File: src/logic/cbu_map.svh
`ifndef CBU_MAP_SVH
`define CBU_MAP_SVH

// instruction word layout (24-bit program word)
`define CBU_IW_W          24
`define CBU_PC_W          23
`define CBU_CLASS_HI      23
`define CBU_CLASS_LO      20
`define CBU_COND_HI       19
`define CBU_COND_LO       16
`define CBU_OFS_HI        15
`define CBU_OFS_LO        0
`define CBU_OFS_W         16

// opcode class nibble shared by all flag-conditioned relative branches
`define CBU_CLASS_BRANCH  4'h3
`define CBU_COND_GE       4'hd
`define CBU_COND_GEU      4'h1
`define CBU_COND_GT       4'hc
`define CBU_COND_GTU      4'he
`define CBU_COND_LE       4'h4

// status word flag positions
`define CBU_SW_W          16
`define CBU_SW_C          0
`define CBU_SW_Z          1
`define CBU_SW_OV         2
`define CBU_SW_N          3

`define CBU_NEXT_STEP     23'h00_0002
`define CBU_PC_RESET      23'h00_0000
`define CBU_NOP_WORD      24'h00_0000
`define CBU_TAKEN_CYCLES  2
`define CBU_SEQ_CYCLES    1

`endif

File: src/logic/cbu_pkg.sv
package cbu_pkg;
    typedef enum logic [5:0] {
        CBU_OP_NONE = 6'b00_0001,
        CBU_OP_GE   = 6'b00_0010,
        CBU_OP_GEU  = 6'b00_0100,
        CBU_OP_GT   = 6'b00_1000,
        CBU_OP_GTU  = 6'b01_0000,
        CBU_OP_LE   = 6'b10_0000
    } cbu_op_e;

    typedef enum logic [1:0] {
        CBU_ST_RUN  = 2'b01,
        CBU_ST_BUBB = 2'b10
    } cbu_state_e;

    typedef logic [22:0] cbu_pc_t;
endpackage

File: src/logic/cbu_dec_if.sv
`include "cbu_map.svh"

interface cbu_dec_if;
    logic [`CBU_IW_W-1:0]  instr;
    logic [`CBU_SW_W-1:0]  status_word;
    cbu_pkg::cbu_op_e      op;
    logic                  is_branch;
    logic                  cond_true;
    logic [`CBU_OFS_W-1:0] branch_word_offset;

    modport decoder (input instr, input status_word,
                     output op, output is_branch, output cond_true, output branch_word_offset);
    modport core    (output instr, output status_word,
                     input op, input is_branch, input cond_true, input branch_word_offset);
endinterface

File: src/logic/cbu_decode.sv
`include "cbu_map.svh"

module cbu_decode (
    cbu_dec_if.decoder dec   // instruction and flags in, condition out
);
    logic [3:0] class_nib;
    logic [3:0] cond_nib;
    logic       fc;
    logic       fz;
    logic       fov;
    logic       fn;

    always_comb begin
        class_nib              = dec.instr[`CBU_CLASS_HI:`CBU_CLASS_LO];
        cond_nib               = dec.instr[`CBU_COND_HI:`CBU_COND_LO];
        dec.branch_word_offset = dec.instr[`CBU_OFS_HI:`CBU_OFS_LO];
        fc                     = dec.status_word[`CBU_SW_C];
        fz                     = dec.status_word[`CBU_SW_Z];
        fov                    = dec.status_word[`CBU_SW_OV];
        fn                     = dec.status_word[`CBU_SW_N];
        dec.op                 = cbu_pkg::CBU_OP_NONE;
        dec.cond_true          = 1'b0;
        if (class_nib == `CBU_CLASS_BRANCH) begin
            case (cond_nib)
                `CBU_COND_GE: begin
                    dec.op        = cbu_pkg::CBU_OP_GE;
                    dec.cond_true = (fn == fov);
                end
                `CBU_COND_GEU: begin
                    // one encoding for carry-set and unsigned at-least
                    dec.op        = cbu_pkg::CBU_OP_GEU;
                    dec.cond_true = fc;
                end
                `CBU_COND_GT: begin
                    dec.op        = cbu_pkg::CBU_OP_GT;
                    dec.cond_true = !fz && (fn == fov);
                end
                `CBU_COND_GTU: begin
                    dec.op        = cbu_pkg::CBU_OP_GTU;
                    dec.cond_true = fc && !fz;
                end
                `CBU_COND_LE: begin
                    dec.op        = cbu_pkg::CBU_OP_LE;
                    dec.cond_true = fz || (fn != fov);
                end
                default: begin
                    dec.op        = cbu_pkg::CBU_OP_NONE;
                    dec.cond_true = 1'b0;
                end
            endcase
        end
        dec.is_branch = (dec.op != cbu_pkg::CBU_OP_NONE);
    end
endmodule

File: src/logic/cbu_target.sv
`include "cbu_map.svh"

module cbu_target (
    input  wire logic [`CBU_PC_W-1:0]   pc,          // address of the branch word
    input  wire logic [`CBU_OFS_W-1:0]  ofs,         // signed word offset
    output logic      [`CBU_PC_W-1:0]   next_seq,    // pc + 2
    output logic      [`CBU_PC_W-1:0]   target       // (pc + 2) + 2*ofs
);
    logic [`CBU_PC_W-1:0] ofs_bytes;

    always_comb begin
        // sign-extend then double: reach is -32768 to +32767 words from pc + 2
        ofs_bytes = {{(`CBU_PC_W-`CBU_OFS_W-1){ofs[`CBU_OFS_W-1]}}, ofs, 1'b0};
        next_seq  = pc + `CBU_NEXT_STEP;
        target    = next_seq + ofs_bytes;
    end
endmodule

File: src/logic/cbu_core.sv
`include "cbu_map.svh"

module cbu_core (
    input  wire logic                    ref_clk,        // core clock, 40 MHz
    input  wire logic                    rst_n,          // synchronous reset, low active
    input  wire logic                    instr_valid,    // fetch presents a word this cycle
    input  wire logic [`CBU_IW_W-1:0]    instr_word,     // fetched instruction word
    input  wire logic [`CBU_PC_W-1:0]    instr_pc,       // address of instr_word
    input  wire logic [`CBU_SW_W-1:0]    status_word,    // current status flags
    output logic                         pc_load,        // one-cycle: fetch redirect
    output logic      [`CBU_PC_W-1:0]    pc_target,      // new program counter
    output logic                         exec_nop,       // this cycle executes a bubble
    output logic      [`CBU_IW_W-1:0]    exec_word,      // word actually executed
    output logic                         branch_busy,    // branch holds the issue slot
    output logic      [`CBU_SW_W-1:0]    status_out,     // flags after this unit
    output logic                         br_done,        // pulse: a branch retired
    output logic                         br_taken,       // registered taken flag
    output logic                         br_is_carry,    // disassembly view: carry form
    output logic      [`CBU_PC_W-1:0]    seq_pc          // next sequential address
);
    cbu_dec_if dec ();

    logic [`CBU_PC_W-1:0] next_seq;
    logic [`CBU_PC_W-1:0] target;
    logic                 accept;
    logic                 take;

    cbu_pkg::cbu_state_e  state_r;
    cbu_pkg::cbu_state_e  state_nxt;
    logic                 pc_load_r;
    logic                 pc_load_nxt;
    logic [`CBU_PC_W-1:0] pc_target_r;
    logic [`CBU_PC_W-1:0] pc_target_nxt;
    logic [`CBU_IW_W-1:0] exec_word_r;
    logic [`CBU_IW_W-1:0] exec_word_nxt;
    logic                 exec_nop_r;
    logic                 exec_nop_nxt;
    logic                 done_r;
    logic                 done_nxt;
    logic                 taken_r;
    logic                 taken_nxt;
    logic                 carry_r;
    logic                 carry_nxt;
    logic [`CBU_PC_W-1:0] seq_pc_r;
    logic [`CBU_PC_W-1:0] seq_pc_nxt;

    cbu_decode u_decode (
        .dec (dec)
    );

    cbu_target u_target (
        .pc       (instr_pc),
        .ofs      (dec.branch_word_offset),
        .next_seq (next_seq),
        .target   (target)
    );

    assign dec.instr       = instr_word;
    assign dec.status_word = status_word;

    // words offered during the bubble are refused, not queued
    assign accept = instr_valid && (state_r == cbu_pkg::CBU_ST_RUN);
    assign take   = accept && dec.is_branch && dec.cond_true;

    // a taken branch owns the following cycle for its bubble
    always_comb begin
        state_nxt = state_r;
        case (state_r)
            cbu_pkg::CBU_ST_RUN: begin
                if (take) begin
                    state_nxt = cbu_pkg::CBU_ST_BUBB;
                end
            end
            cbu_pkg::CBU_ST_BUBB: begin
                state_nxt = cbu_pkg::CBU_ST_RUN;
            end
            default: begin
                state_nxt = cbu_pkg::CBU_ST_RUN;
            end
        endcase
    end

    always_ff @(posedge ref_clk) begin
        if (!rst_n) begin
            state_r <= cbu_pkg::CBU_ST_RUN;
        end else begin
            state_r <= state_nxt;
        end
    end

    // one-cycle pulse, so fetch reloads exactly once per taken branch
    always_comb begin
        pc_load_nxt = 1'b0;
        case (state_r)
            cbu_pkg::CBU_ST_RUN: begin
                if (take) begin
                    pc_load_nxt = 1'b1;
                end
            end
            cbu_pkg::CBU_ST_BUBB: begin
                pc_load_nxt = 1'b0;
            end
            default: begin
                pc_load_nxt = 1'b0;
            end
        endcase
    end

    always_ff @(posedge ref_clk) begin
        if (!rst_n) begin
            pc_load_r <= 1'b0;
        end else begin
            pc_load_r <= pc_load_nxt;
        end
    end

    always_comb begin
        pc_target_nxt = pc_target_r;
        case (state_r)
            cbu_pkg::CBU_ST_RUN: begin
                if (take) begin
                    pc_target_nxt = target;
                end
            end
            cbu_pkg::CBU_ST_BUBB: begin
                pc_target_nxt = pc_target_r;
            end
            default: begin
                pc_target_nxt = pc_target_r;
            end
        endcase
    end

    always_ff @(posedge ref_clk) begin
        if (!rst_n) begin
            pc_target_r <= `CBU_PC_RESET;
        end else begin
            pc_target_r <= pc_target_nxt;
        end
    end

    // the word fetched behind a taken branch is discarded, never executed
    always_comb begin
        exec_word_nxt = exec_word_r;
        case (state_r)
            cbu_pkg::CBU_ST_RUN: begin
                if (accept) begin
                    exec_word_nxt = instr_word;
                end
            end
            cbu_pkg::CBU_ST_BUBB: begin
                exec_word_nxt = `CBU_NOP_WORD;
            end
            default: begin
                exec_word_nxt = exec_word_r;
            end
        endcase
    end

    always_ff @(posedge ref_clk) begin
        if (!rst_n) begin
            exec_word_r <= `CBU_NOP_WORD;
        end else begin
            exec_word_r <= exec_word_nxt;
        end
    end

    always_comb begin
        exec_nop_nxt = 1'b0;
        case (state_r)
            cbu_pkg::CBU_ST_RUN: begin
                exec_nop_nxt = 1'b0;
            end
            cbu_pkg::CBU_ST_BUBB: begin
                exec_nop_nxt = 1'b1;
            end
            default: begin
                exec_nop_nxt = 1'b0;
            end
        endcase
    end

    always_ff @(posedge ref_clk) begin
        if (!rst_n) begin
            exec_nop_r <= 1'b0;
        end else begin
            exec_nop_r <= exec_nop_nxt;
        end
    end

    // done is a pulse; taken and the carry view hold until the next branch
    always_comb begin
        done_nxt = 1'b0;
        case (state_r)
            cbu_pkg::CBU_ST_RUN: begin
                if (accept && dec.is_branch) begin
                    done_nxt = 1'b1;
                end
            end
            cbu_pkg::CBU_ST_BUBB: begin
                done_nxt = 1'b0;
            end
            default: begin
                done_nxt = 1'b0;
            end
        endcase
    end

    always_ff @(posedge ref_clk) begin
        if (!rst_n) begin
            done_r <= 1'b0;
        end else begin
            done_r <= done_nxt;
        end
    end

    always_comb begin
        taken_nxt = taken_r;
        case (state_r)
            cbu_pkg::CBU_ST_RUN: begin
                if (accept && dec.is_branch) begin
                    taken_nxt = dec.cond_true;
                end
            end
            cbu_pkg::CBU_ST_BUBB: begin
                taken_nxt = taken_r;
            end
            default: begin
                taken_nxt = taken_r;
            end
        endcase
    end

    always_ff @(posedge ref_clk) begin
        if (!rst_n) begin
            taken_r <= 1'b0;
        end else begin
            taken_r <= taken_nxt;
        end
    end

    always_comb begin
        carry_nxt = carry_r;
        case (state_r)
            cbu_pkg::CBU_ST_RUN: begin
                if (accept && dec.is_branch) begin
                    carry_nxt = (dec.op == cbu_pkg::CBU_OP_GEU);
                end
            end
            cbu_pkg::CBU_ST_BUBB: begin
                carry_nxt = carry_r;
            end
            default: begin
                carry_nxt = carry_r;
            end
        endcase
    end

    always_ff @(posedge ref_clk) begin
        if (!rst_n) begin
            carry_r <= 1'b0;
        end else begin
            carry_r <= carry_nxt;
        end
    end

    // every accepted word, branch or not, is one program word long
    always_comb begin
        seq_pc_nxt = seq_pc_r;
        case (state_r)
            cbu_pkg::CBU_ST_RUN: begin
                if (accept) begin
                    seq_pc_nxt = next_seq;
                end
            end
            cbu_pkg::CBU_ST_BUBB: begin
                seq_pc_nxt = seq_pc_r;
            end
            default: begin
                seq_pc_nxt = seq_pc_r;
            end
        endcase
    end

    always_ff @(posedge ref_clk) begin
        if (!rst_n) begin
            seq_pc_r <= `CBU_PC_RESET;
        end else begin
            seq_pc_r <= seq_pc_nxt;
        end
    end

    assign pc_load     = pc_load_r;
    assign pc_target   = pc_target_r;
    assign exec_nop    = exec_nop_r;
    assign exec_word   = exec_word_r;
    assign branch_busy = (state_r == cbu_pkg::CBU_ST_BUBB);
    assign status_out  = status_word;
    assign br_done     = done_r;
    assign br_taken    = taken_r;
    assign br_is_carry = carry_r;
    assign seq_pc      = seq_pc_r;
endmodule

File: config.mk
export PLATFORM = sky130hd
export DESIGN_NAME = cbu_core
export DESIGN_NICKNAME = d
export VERILOG_FILES = /design/src/logic/cbu_pkg.sv /design/src/logic/cbu_dec_if.sv /design/src/logic/cbu_decode.sv /design/src/logic/cbu_target.sv /design/src/logic/cbu_core.sv
export VERILOG_INCLUDE_DIRS = /design/src /design/src/logic
export SDC_FILE = /design/constraint.sdc
export NUM_CORES = 1
export LEC_CHECK = 0
export BUFFER_PORTS_ARGS = -buffer_cell sky130_fd_sc_hd__buf_2
export CORE_ASPECT_RATIO = 0.75
export CORE_MARGIN = 2
export CORE_UTILIZATION = 36
export CTS_BUF_LIST = sky130_fd_sc_hd__clkbuf_16
export DETAILED_ROUTE_END_ITERATION = 8
export PLACE_DENSITY = 0.6
export SLEW_MARGIN = 20
export SYNTH_ARGS = -nofsm -noshare
export SYNTH_HDL_FRONTEND = slang
export SYNTH_SLANG_ARGS = --single-unit
export TNS_END_PERCENT = 30
File: constraint.sdc
create_clock -name ref_clk -period 5.6 [get_ports ref_clk]
set_input_delay 0.84 -clock ref_clk [delete_from_list [all_inputs] [get_ports ref_clk]]
set_output_delay 0.84 -clock ref_clk [all_outputs]
set_load 0.03 [all_outputs]
======== After elaboration in Yosys (flattened, before gate mapping) ========
Cells that the tools add are included.
word-level totals
  bits in latches ......................... 0
  logic and storage cells ................. 46
  input port bits ......................... 66
  output and inout port bits .............. 92
  bits in read-only memories .............. 0
  flip-flop bits (word level) ............. 77
  memories kept ........................... 0
  bits in writable memories ............... 0
cells by class
  multiplexer cells ....................... 9
  add/subtract/negate cells ............... 2
  equal/unequal tests ..................... 13
  bitwise gates (word level) .............. 0
  shifts and indexed selects .............. 0
  multipliers ............................. 0
  magnitude comparators ................... 0
  reduce and logical (&&, ||, !) cells .... 13
  divide/modulo/power cells ............... 0
operators by type and width
  operator               count
  $pmux 24 s2            1
  $pmux 6 s5             1
  $mux 24                1
  $add 23x2->23 const B  1
  $add 23x23->23         1
  $eq 4x4->1 const B     3
  $reduce_and 2->1       5
  $eq 6x3->1 const B     1
  $mux 6                 1
  $ne 6x1->1 const B     1
  $logic_and 1x1->1      5
  $pmux 1 s5             1
  $eq 4x1->1 const B     1
  $eq 4x2->1 const B     1
  $eq 4x3->1 const B     1
  $mux 1                 4
  $eq 2x1->1 const B     1
  $eq 2x2->1 const B     1
  $ne 2x2->1 const B     1
  $reduce_bool 2->1      1
  $eq 1x1->1             1
  $logic_not 1->1        1
  $logic_or 1x1->1       1
  $ne 1x1->1             1

======== Depth between registers and ports, before layout ========
Gate-level depths: netlist of the first run.
  depth after elaboration ................. 7
  depth in mapped cells ................... 13
  mapped depth without buffers ............ 12

======== Cells and area by module ========
A second synthesis of the first run with hierarchy kept.
unflattened totals
  cells, all modules ...................... 633
  area, all modules ....................... 4,943.5 um2
by module, submodules not included
  module      seq. area each (um2)  cells an instance  area each (um2)  times used
  cbu_core    1,541.5               349                2,939.1          1
  cbu_target  0.0                   240                1,699.1          1
  cbu_decode  0.0                   44                 305.3            1

======== Least setup slack after synthesis of the first run ========
OpenSTA, ideal clock, no wires.
  kind .................................... input to register
  start point ............................. input port instr_pc[1]
  end point ............................... register pc_target_r[21], in the netlist pc_target[21]
  slack ................................... 2.108 ns
  setup time .............................. 0.079 ns
  path buffers ............................ 2
  required time ........................... 5.521 ns
  cell stages on the path ................. 13
  arrival time ............................ 3.413 ns
  cell sequence ........................... nand3_1 -> or3_1 -> buf_6 -> nor2_1 -> xor2_1 -> ha_1 -> clkbuf_1 -> a21o_1 -> a21o_1 -> a21oi_1 -> o21ai_0 -> or4b_1 -> o211ai_1
between the ends
  cells in the longest elaborated chain, start to end .. 2
RTL lines
  item                            RTL line          text
  start, declared                 cbu_core.sv:8     input wire logic [`CBU_PC_W-1:0] instr_pc,
  $add 23x2->23 (no source line)  --
  via next_seq[14]                cbu_core.sv:23    logic [`CBU_PC_W-1:0] next_seq;
  $add 23x23->23                  cbu_target.sv:15  target = next_seq + ofs_bytes;
  end signal, assigned            cbu_core.sv:136   pc_target_r <= `CBU_PC_RESET;
  end signal, assigned            cbu_core.sv:138   pc_target_r <= pc_target_nxt;
  end, declared                   cbu_core.sv:32    logic [`CBU_PC_W-1:0] pc_target_r;
The timed path passes the listed nets, and every way through them passes these cells.
A chain may end at the register's enable or synchronous reset.

======== Worst setup path after layout of the first run ========
Ends and elaborated chain as after synthesis.

==> results of run 1 <==
[cell usage in the layout, fill, tap and decap left out, types with 8 or more instances in the layout]
cell type | netlist | layout
xnor2_1 | 15 | 15
nor2_1 | 48 | 48
nand3_1 | 50 | 50
buf_2 | 3 | 133
nor3_1 | 21 | 21
a21oi_1 | 61 | 61
o21ai_0 | 15 | 15
dfxtp_1 | 77 | 77
a21o_1 | 13 | 13
clkbuf_16 | 0 | 9
o211ai_1 | 8 | 8
ha_1 | 27 | 27
xor2_1 | 12 | 12
nand4_1 | 13 | 13
nand2_1 | 73 | 73
or3_1 | 8 | 8
[registers in the layout (all words and copies together), names as in the netlist]
signal and flops:
br_done 1, br_is_carry 1, br_taken 1, exec_nop 1, exec_word 24, pc_load 1
pc_target 23, seq_pc 23, state_r 2
[layer usage]
metal / track usage / vias to the layer above
met2: 0.323 / 170
li1: - / 2218
met1: 0.297 / 2149
met5: 0 / -
met3: 0.0442 / 10
met4: 0.0339 / 2
[kinds of logic (layout without fill, tap and decap cells)]
group                    count (synthesis)  after routing
adder cells (fa/ha/maj)                 28             28
AND/OR/NAND/NOR                        246            246
multiplexers                             1              1
XOR/XNOR                                28             28
buffers and inverters                   53            161
AO/OA/AOI/OAI                          135            135
flip-flops                              77             77
[final cells by class]
cell class                 count  area, um2  share of cell area
sequential                    77       1540               0.282
clock inverter                 7       78.8              0.0144
inverter                       8       31.3             0.00572
timing repair buffer         137        696               0.127
multi-input combinational    438       2690               0.491
clock buffer                   9        225              0.0412
tap                          166        208              0.0380
[Yosys cell counts, drive strengths merged, types with 2 or more instances]
cell type,instances,area (um2)
o211ai,8,60.1
dfxtp,77,1540
a21oi,61,305
o21a,6,45.0
nor3,21,105
clkbuf,21,78.8
ha,27,338
o2111ai,3,26.3
nor2b,2,12.5
and3,4,31.3
o211a,6,60.1
a21boi,3,22.5
or3,8,50.1
buf,24,161
o21ai,15,75.1
a21o,13,97.6
a211oi,4,30.0
a31oi,3,18.8
xnor2,15,131
nand2,73,274
inv,8,30.0
xor2,12,105
nor2,48,180
a211o,2,17.5
and2,3,18.8
nor3b,3,22.5
nor4,3,33.8
o31ai,4,35.0
nand4,13,81.3
nand3,50,250
nand2b,7,43.8
nand3b,2,15.0
[worst max-delay path: cells and delay by family]
kind	cells	cell delay [ps]
compound gates	5	900
xor+xnor	1	240
buf+inv	1	140
simple gates	4	1340
fa+ha+maj	1	360
[worst paths after layout]
kind / start / slack [ps] / endpoint / cells past startpoint
max: instr_pc[1] / 2050 / pc_target[21] / 12
min: pc_target[5] / 450 / pc_target[5] / 2
max reg2reg: state_r[1] / 2870 / pc_target[18] / 6
min reg2reg: pc_target[5] / 450 / pc_target[5] / 2
[through the flow]
step                       util  hold WS, ps  setup slack [ps]  instances  cell area [um2]
after detailed placement  0.422          444              1740        826             5160
after CTS                 0.447          451              2070        842             5470
after global routing      0.447          469              1850        842             5470
after floorplan               -          580              2110        568             4500
final                     0.447          447              2050        842             5470
after global placement    0.422          438              1800        826             5160
[power by group]
group / internal (uW) / switching, uW / total, uW
Clock: 352 / 252 / 604
Combinational: 111 / 203 / 314
Sequential: 569 / 10.8 / 580
==> results.md, run 1 <==
- M1 wire length: roughly 6700 um
- Die area: ~13000 um2
- Vias: about 4500
- H-tree Lvls: 3
- Tmin final: approximately 3600 ps
- Floorplan core area: 12200 um2
- FFs w/ async S/R, synth: 0
- Postcts setup bufs: 0
- Status: finished clean
- Starting Density: 0.368
- Maximum vdd drop: 128 uV
- Post-layout nets: around 770
- CTS tree: built
- Worst-Margin Slew: between 900 and 1000 ps
- Fin. Hold Viols: 0
- Filler cell count in the final layout: between 1000 and 1500
- Leak pwr: 0.00250 uW
- Detailed Routing Iterations Pass 1: 5
- CP startpoint kind: input pin
- WL met2: roughly 5900 um
- Tot GR Track Use: 0.206
- Layout Skew: ~4.7 ps
- DRC Markers: 0
- Cells resized by post-CTS repair: 0
- Vias in the first global route: roughly 4200
- Clk sink count: 77
- Pins over their slew limit: 0
- Final HPWL DP: between 10000 and 15000 um
- CP Capture Type: flip-flop
- Arrival time worst endpoint: ~3800 ps
- Num CTS Buffers: 9
- Later-pin clock latency in the skew report: 340 ps
- Mapped Cells: around 570
- Adder-cell share of the synthesized area: 0.0796
- Syn Nets: 662
- Post-Synth Simple-Gate Area: 0.266
- Area growth, synth to finish: 21.5%
- Post-synth EDFFs: 0
- IO buf count: approximately 130
- RSZ-0062 raised after global routing: false
- Slew headroom: 0.358
- Layout cells sized above 1: 0.241
- Global-route wire length before repair: approximately 22000 um
- Xor and xnor area share after synthesis: 0.0576
- Worst min-delay path class: flip-flop to flip-flop
- Via density: about 5.4
- Ys Warns: 0
- MaxCap Viol Count: 0
- I/O pin count: roughly 160
- Fmax: 282 MHz
- Gpl congestion: 0.845
- Die H: 101 um
- Antenna violations before repair: 1
- Syn Std Cell Area: between 4000 and 5000 um2
- CTS root buf: clkbuf_16
- CTS Buffer Depth: 2
- Slowest cell delay on critical path: 520 ps
- Met3 routed WL: 998 um
- #FFs+latches synth: 77
- Crit path max-delay cell type: or4b_1
- Kind of critical path: input pin to flip-flop
- Setup tns final: 0 ps
- Final period util: 0.634
- Largest net degree at the start of global routing: 64
- Clk pin slew, worst setup/hold paths: about 60 ps
- Total grt overflow: 0
- Main combinational cell family by area after synthesis: simple AND/OR/NAND/NOR gates
- Total power: roughly 1500 uW
- Critical-path cell list: buf_2, nand3_1, or3_1, nor2_1, xor2_1, ha_1, a21o_1, a21o_1, a21oi_1, o21ai_0, or4b_1, o211ai_1
- PwrDens: 274 nW/um2
- Mean Syn Cell Area: just under 8 um2
- Main synth FF type: dfxtp_1
- Compound-cell area share of the yosys netlist: 0.192
- Sequential element share of the synthesized area: 0.343
- Detailed Route WL: between 10000 and 15000 um
- Crit-path max FO: 8
- Post-DR wirelength/cell: between 15 and 20 um
- Final setup fails: 0
- Drt first-iter violations: 320
- Post-synthesis mux area share: 0.00250
- Synth cell types: 59
- Die Width: 133 um
- Uppermost layer routed: met5
- Critical Path RT: 5860 ps
- Cell Rows: 35
- Post-route ant nets: 0
- Antenna diodes: 0
- Hold bufs inserted after CTS: 0
- Most used cell, CP: a21o_1
Note: power is estimated with default switching activity, not from simulation.
==> run 2: changes to the inputs <==
- ABC_AREA: not set -> 1
- PLACE_DENSITY: 0.6 -> 0.59
- clock period: 5.6 -> 3.56 ns (I/O delays scaled with it)
==> results.md, run 2 <==
- Max FFs per register: 24
- Cell Rows: 36
- Crit-path max FO: 5
- CP Capture Type: flip-flop
- Syn Std Cell Area: between 4000 and 5000 um2
- Gr busiest metal: met2
- Die Width: 138 um
- Drt first-iter violations: ~220
- Final Cell Area: 5830 um2
- Hold Startpoint: instr_pc[0]
- R2r startpoint: state_r[1]
- Syn Nets: 805
- Worst-Margin Slew: between 700 and 800 ps
- Mapped Cells: 711
- Total grt overflow: 0
- RSZ-0062 raised after global routing: false
- I/O pin count: between 150 and 200
- Num CTS Buffers: 9
- Post-synth top cells: nand2_1, nor2_1, dfxtp_1
- #FFs+latches synth: 77
- Final period util: 0.782
- Sequential element share of the synthesized area: 0.320
- Vias in the first global route: approximately 4500
- Worst min-delay path class: input pin to flip-flop
- Critical Path RT: 3800 ps
- Via density: approximately 4.8
- MaxCap Viol Count: 0
- Detailed Routing Iterations Pass 1: 4
- Fmax: between 300 and 400 MHz
- Leading area contributor after synthesis: dfxtp_1
- Post-route ant nets: 0
- Antenna violations before repair: 0
- Most frequent cells in the layout: nand2_1, buf_2, nor2_1, dfxtp_1, inv_1
- Placement Cell Area: between 5000 and 6000 um2
- Synth cell types: 40
- Reg power frac: 0.372
- Starting Density: 0.370
- Power Internal: about 1700 uW
- Main synth FF type: dfxtp_1
- Maximum vdd drop: 245 uV
- Arrival time worst endpoint: 3020 ps
- Tot GR Track Use: 0.204
- CTS root buf: clkbuf_16
- DRC Markers: 0
- CTS Buffer Depth: 2
- Fin. Hold Viols: 0
- Ys Warns: 0
- Final HPWL DP: around 11000 um
- Cells resized by post-CTS repair: 0
- Hold_ws: around 450 ps
- Final cell count without fillers: 997
- CP startpoint kind: input pin
- Floorplan core area: between 10000 and 15000 um2
- Tmin final: about 2800 ps
- Area growth, synth to finish: 20.8%
- Pins over their slew limit: 0
- FFs w/ async S/R, synth: 0
- Die area: about 14000 um2
- Post-synth EDFFs: 0
- Detailed Route WL: ~14000 um
- Logic gate share of total power: 0.218
- Net Sw Frac: 0.312
- CTS tree: built
- Die H: roughly 100 um
- Cell with the most instances after synthesis: nand2_1
- Largest cells by area after synthesis: dfxtp_1, nand2_1, ha_1, a21oi_1, nand3_1
- Mean Syn Cell Area: about 6.8 um2
- Clk sink count: 77
- Hold bufs inserted after CTS: 0
- Global-route wire length before repair: 22900 um
- H-tree Lvls: 3
- Crit. Startpoint: instr_pc[1]
- Layout Skew: about 8.7 ps
- Post-DR wirelength/cell: ~14 um
- Final setup fails: 0
- Layout cells sized above 1: 0.219
- Met3 Track Usage GR: 0.0487
- Postcts setup bufs: 0
- Grt met2 use: 0.314
- IO buf count: 133
- Antenna diodes: 0
- Most common cell after layout, fill and taps aside: nand2_1
- Clk pin slew, worst setup/hold paths: 60 ps
- Met1 usage: 0.286
- Filler cell count in the final layout: around 1400
- Status: finished clean
- Placed insts: between 900 and 1000
- Clock power share: 0.411
- Leak pwr: 0.00304 uW
- Kind of critical path: input pin to flip-flop
- Largest net degree at the start of global routing: 57
- NetSw: between 700 and 800 uW
- Gpl congestion: around 0.90
- Post-layout nets: between 900 and 1000
- Yosys top cell area share: 0.320
- Vias: about 4800
- Later-pin clock latency in the skew report: approximately 340 ps
- PwrDens: about 420 nW/um2
- Slew headroom: 0.514
- Setup tns final: 0 ps
==> run 2: changes by cell type after synthesis, moves of 10 or more <==
cell	delta
nand2_1	+72
inv_1	+66
nor2_1	+33
o21ai_0	+19
nor3_1	-17
o21ai_1	+16
nand3_1	+12
a21o_1	-11
o21bai_1	+11
inv_2	+10
==> run 2: critical path, stage by stage <==
cell and delay (ps):
buf_2 140, ha_1 200, nand2_1 150, nor2_2 190, nand3_2 110, nor3_2 140
xor2_1 200, inv_1 70, ha_1 330, nand2_1 100, nor2_1 170, inv_2 50
nor2_1 160, nand2_1 80, nor2_1 110, nor2_1 60, nand3_1 60, nand3_1 80
nand2_1 70, inv_1 30
==> run 2: per-stage QoR <==
stage               total power, uW  utilization  setup WS (ps)
finish                         2450        0.448            775
global placement               1470        0.423            500
floorplan                      1310            -            942
detailed placement             1460        0.423            469
CTS                            2480        0.448            819
global route                   2570        0.448            477
==> run 2: final timing paths <==
kind | to | slack (ps) | cells after the start
worst max-delay path | pc_target[22] | 780 | 20
worst min-delay path | seq_pc[0] | 450 | 3
worst min register to register | br_taken | 460 | 2
worst max register to register | seq_pc[22] | 1900 | 7
==> run 2: kinds of logic after synthesis <==
| kind of cell | count (synthesis) | share of synthesized area |
|---|---|---|
| XOR/XNOR | 29 | 0.0542 |
| buffers and inverters | 125 | 0.116 |
| adder cells (fa/ha/maj) | 28 | 0.0742 |
| flip-flops | 77 | 0.320 |
| AND/OR/NAND/NOR | 321 | 0.290 |
| AO/OA/AOI/OAI | 131 | 0.146 |
==> run 2: layout make-up <==
type,count,area [um2],share of cell area
Clock buffer,9,225,0.0387
Clock inverter,7,100,0.0172
Inverter,87,329,0.0565
Multi-Input combinational cell,509,2720,0.467
Sequential cell,77,1540,0.265
Tap cell,171,214,0.0367
Timing Repair Buffer,137,696,0.119
==> run 2: power groups by stage <==
| stage | combinational [uW] | clock [uW] | sequential [uW] |
|---|---|---|---|
| 4_1_cts | 534 | 1030 | 912 |
| 5_1_grt | 596 | 1060 | 916 |
| 6_report | 534 | 1010 | 913 |
| 2_1_floorplan | 318 | 0 | 997 |
| 3_5_place_dp | 531 | 0 | 931 |
| 3_3_place_gp | 535 | 0 | 931 |
==> run 2: layer usage <==
layer / share of wire / routed length [um]
met5: 0 / 0
met3: 0.070 / 1000
met2: 0.42 / 6000
met4: 0.013 / 190
met1: 0.50 / 7180
==> run 3: changes to the inputs <==
- PLACE_DENSITY: 0.59 -> 0.61
- clock period: 3.56 -> 2.3 ns (I/O delays scaled with it)
==> results.md, run 3 (same netlist as run 2, synthesis figures left out) <==
- Hold_ws: between 200 and 300 ps
- PwrDens: 577 nW/um2
- Layout cells sized above 1: 0.365
- Largest net degree at the start of global routing: 56
- Cell Rows: 36
- Worst min-delay path class: input pin to flip-flop
- Final setup fails: 1
- Clk pin slew, worst setup/hold paths: about 60 ps
- Global-route wire length before repair: ~24000 um
- Placement Cell Area: around 6200 um2
- Most common cell after layout, fill and taps aside: nand2_1
- Final cell count without fillers: about 1100
- Leak pwr: approximately 0.0036 uW
- Area growth, synth to finish: 45.8%
- Layout Skew: roughly 6.3 ps
- Bufs and invs on worst path: 4
- H-tree Lvls: 3
- Maximum vdd drop: about 360 uV
- Worst r2r path cells: 9
- Crit path max-delay cell type: nor4_2
- Vias: between 5000 and 6000
- Setup slack at placement: -459 ps
- Die Width: approximately 140 um
- Status: finished, violations left
- Tmin final: ~2300 ps
- Slowest cell delay on critical path: 290 ps
- Post-layout nets: just over 1000
- Floorplan core area: roughly 13000 um2
- Pins over their slew limit: 0
- Max FFs per register: 24
- Final Cell Area: between 7000 and 8000 um2
- CTS root buf: clkbuf_16
- Worst-Margin Slew: around 790 ps
- Tot GR Track Use: 0.212
- R2r endpoint: pc_target[19]
- Gpl congestion: 0.943
- Num CTS Buffers: 9
- Vias in the first global route: slightly below 5000
- Post-route ant nets: 0
- Most used cell, CP: nand3_1
- Die H: between 100 and 150 um
- Via density: about 4.8
- Detailed Route WL: 15500 um
- Arrival time worst endpoint: ~2600 ps
- CTS Buffer Depth: 2
- Hold Startpoint: instr_word[21]
- Clk sink count: a little under 80
- Fmax: between 400 and 500 MHz
- CP top delay family: simple AND/OR/NAND/NOR gates
- Worst Hold Path EP: exec_word[21]
- Die area: around 14000 um2
- Final HPWL DP: between 10000 and 15000 um
- Crit-path max FO: 3
- Critical Path RT: 2540 ps
- Slack of the critical path: -24.5 ps
- IO buf count: 133
- Failing checks: negative setup slack
- R2r startpoint: state_r[0]
- Slew headroom: 0.472
- Flop-to-flop setup slack: 720 ps
- Post-DR wirelength/cell: about 14 um
- Antenna violations before repair: 0
- Starting Density: 0.370
- RSZ-0062 raised after global routing: true
- Final period util: 1.01
- Placed insts: roughly 1100
- Later-pin clock latency in the skew report: between 300 and 400 ps
- Critical-path cell list: buf_4, nand2_2, nor4_2, nand3_1, xor2_2, buf_4, inv_1, ha_4, nand4_1, a21oi_2, nor2_2, nand2_1, nor2_1, nand3_1, nand3_1, nand2_1, inv_1
- CP Capture Type: flip-flop
- DRC Markers: 0
- Drt first-iter violations: 323
- WHS Path Cells: 3
- Antenna diodes: 0
- CTS tree: built
- Fin. Hold Viols: 0
- Kind of critical path: input pin to flip-flop
- Detailed Routing Iterations Pass 1: 5
- Total grt overflow: 0
- Hold bufs inserted after CTS: 0
- Most frequent cells in the layout: nand2_1, buf_2, buf_4, dfxtp_1, nor2_1
- Final core occ: 0.540
- CP startpoint kind: input pin
- I/O pin count: between 150 and 200
- MaxCap Viol Count: 0
## run 3: tightest hold or removal path: cells and delay by family
family	cells	cell delay [ps]
AO/OA/AOI/OAI	1	50
buffers and inverters	1	110
AND/OR/NAND/NOR	1	50
## run 3: metrics by stage
step / TNS, ps / power, uW
CTS: -7.10 / 4010
floorplan: -24.3 / 2040
global route: -1010 / 4260
detailed placement: -5470 / 2420
finish: -24.5 / 4060
global placement: -5150 / 2420
## run 3: area by class of cell
type | instances | area (um2)
repair buffers | 229 | 1460
fillers | 1249 | 5990
clock inverters | 7 | 97.6
well taps | 171 | 214
multi-input cells | 509 | 3160
clock buffers | 9 | 225
inverters | 87 | 329
flip-flops and latches | 77 | 1540
## run 3: repair_timing
item / in CTS / in global routing
pin swaps: 17 / 36
resized for setup: 21 / 78
buffers inserted: 5 / 2
endpoints found under the setup margin: 8 / 16
## run 3: per-layer routing
| layer | share of wire | GRT usage | wire length (um) |
|---|---|---|---|
| met3 | 0.071 | 0.0478 | 1100 |
| met5 | 0 | 0 | 0 |
| met4 | 0.0089 | 0.0390 | 137 |
| met1 | 0.49 | 0.311 | 7540 |
| met2 | 0.43 | 0.317 | 6690 |
## run 3: where the power goes
part | total, uW | switching (uW) | leakage [uW] | internal (uW)
sequential | 1410 | 27.2 | 0.000631 | 1390
clock | 1540 | 585 | 0.000158 | 956
combinational | 1100 | 648 | 0.00281 | 454
total | 4060 | 1260 | 0.00360 | 2800
## run 3: worst max-delay path by stage
stage / from / endpoint / slack, ps / cells after the start
floorplan: instr_pc[1] / pc_target[22] / -20 / 19
global placement: instr_pc[1] / pc_target[21] / -430 / 20
detailed placement: instr_pc[1] / pc_target[20] / -460 / 18
CTS: instr_pc[2] / pc_target[22] / -5 / 20
global route: instr_pc[1] / pc_target[14] / -210 / 20
finish: instr_pc[4] / pc_target[22] / -20 / 17
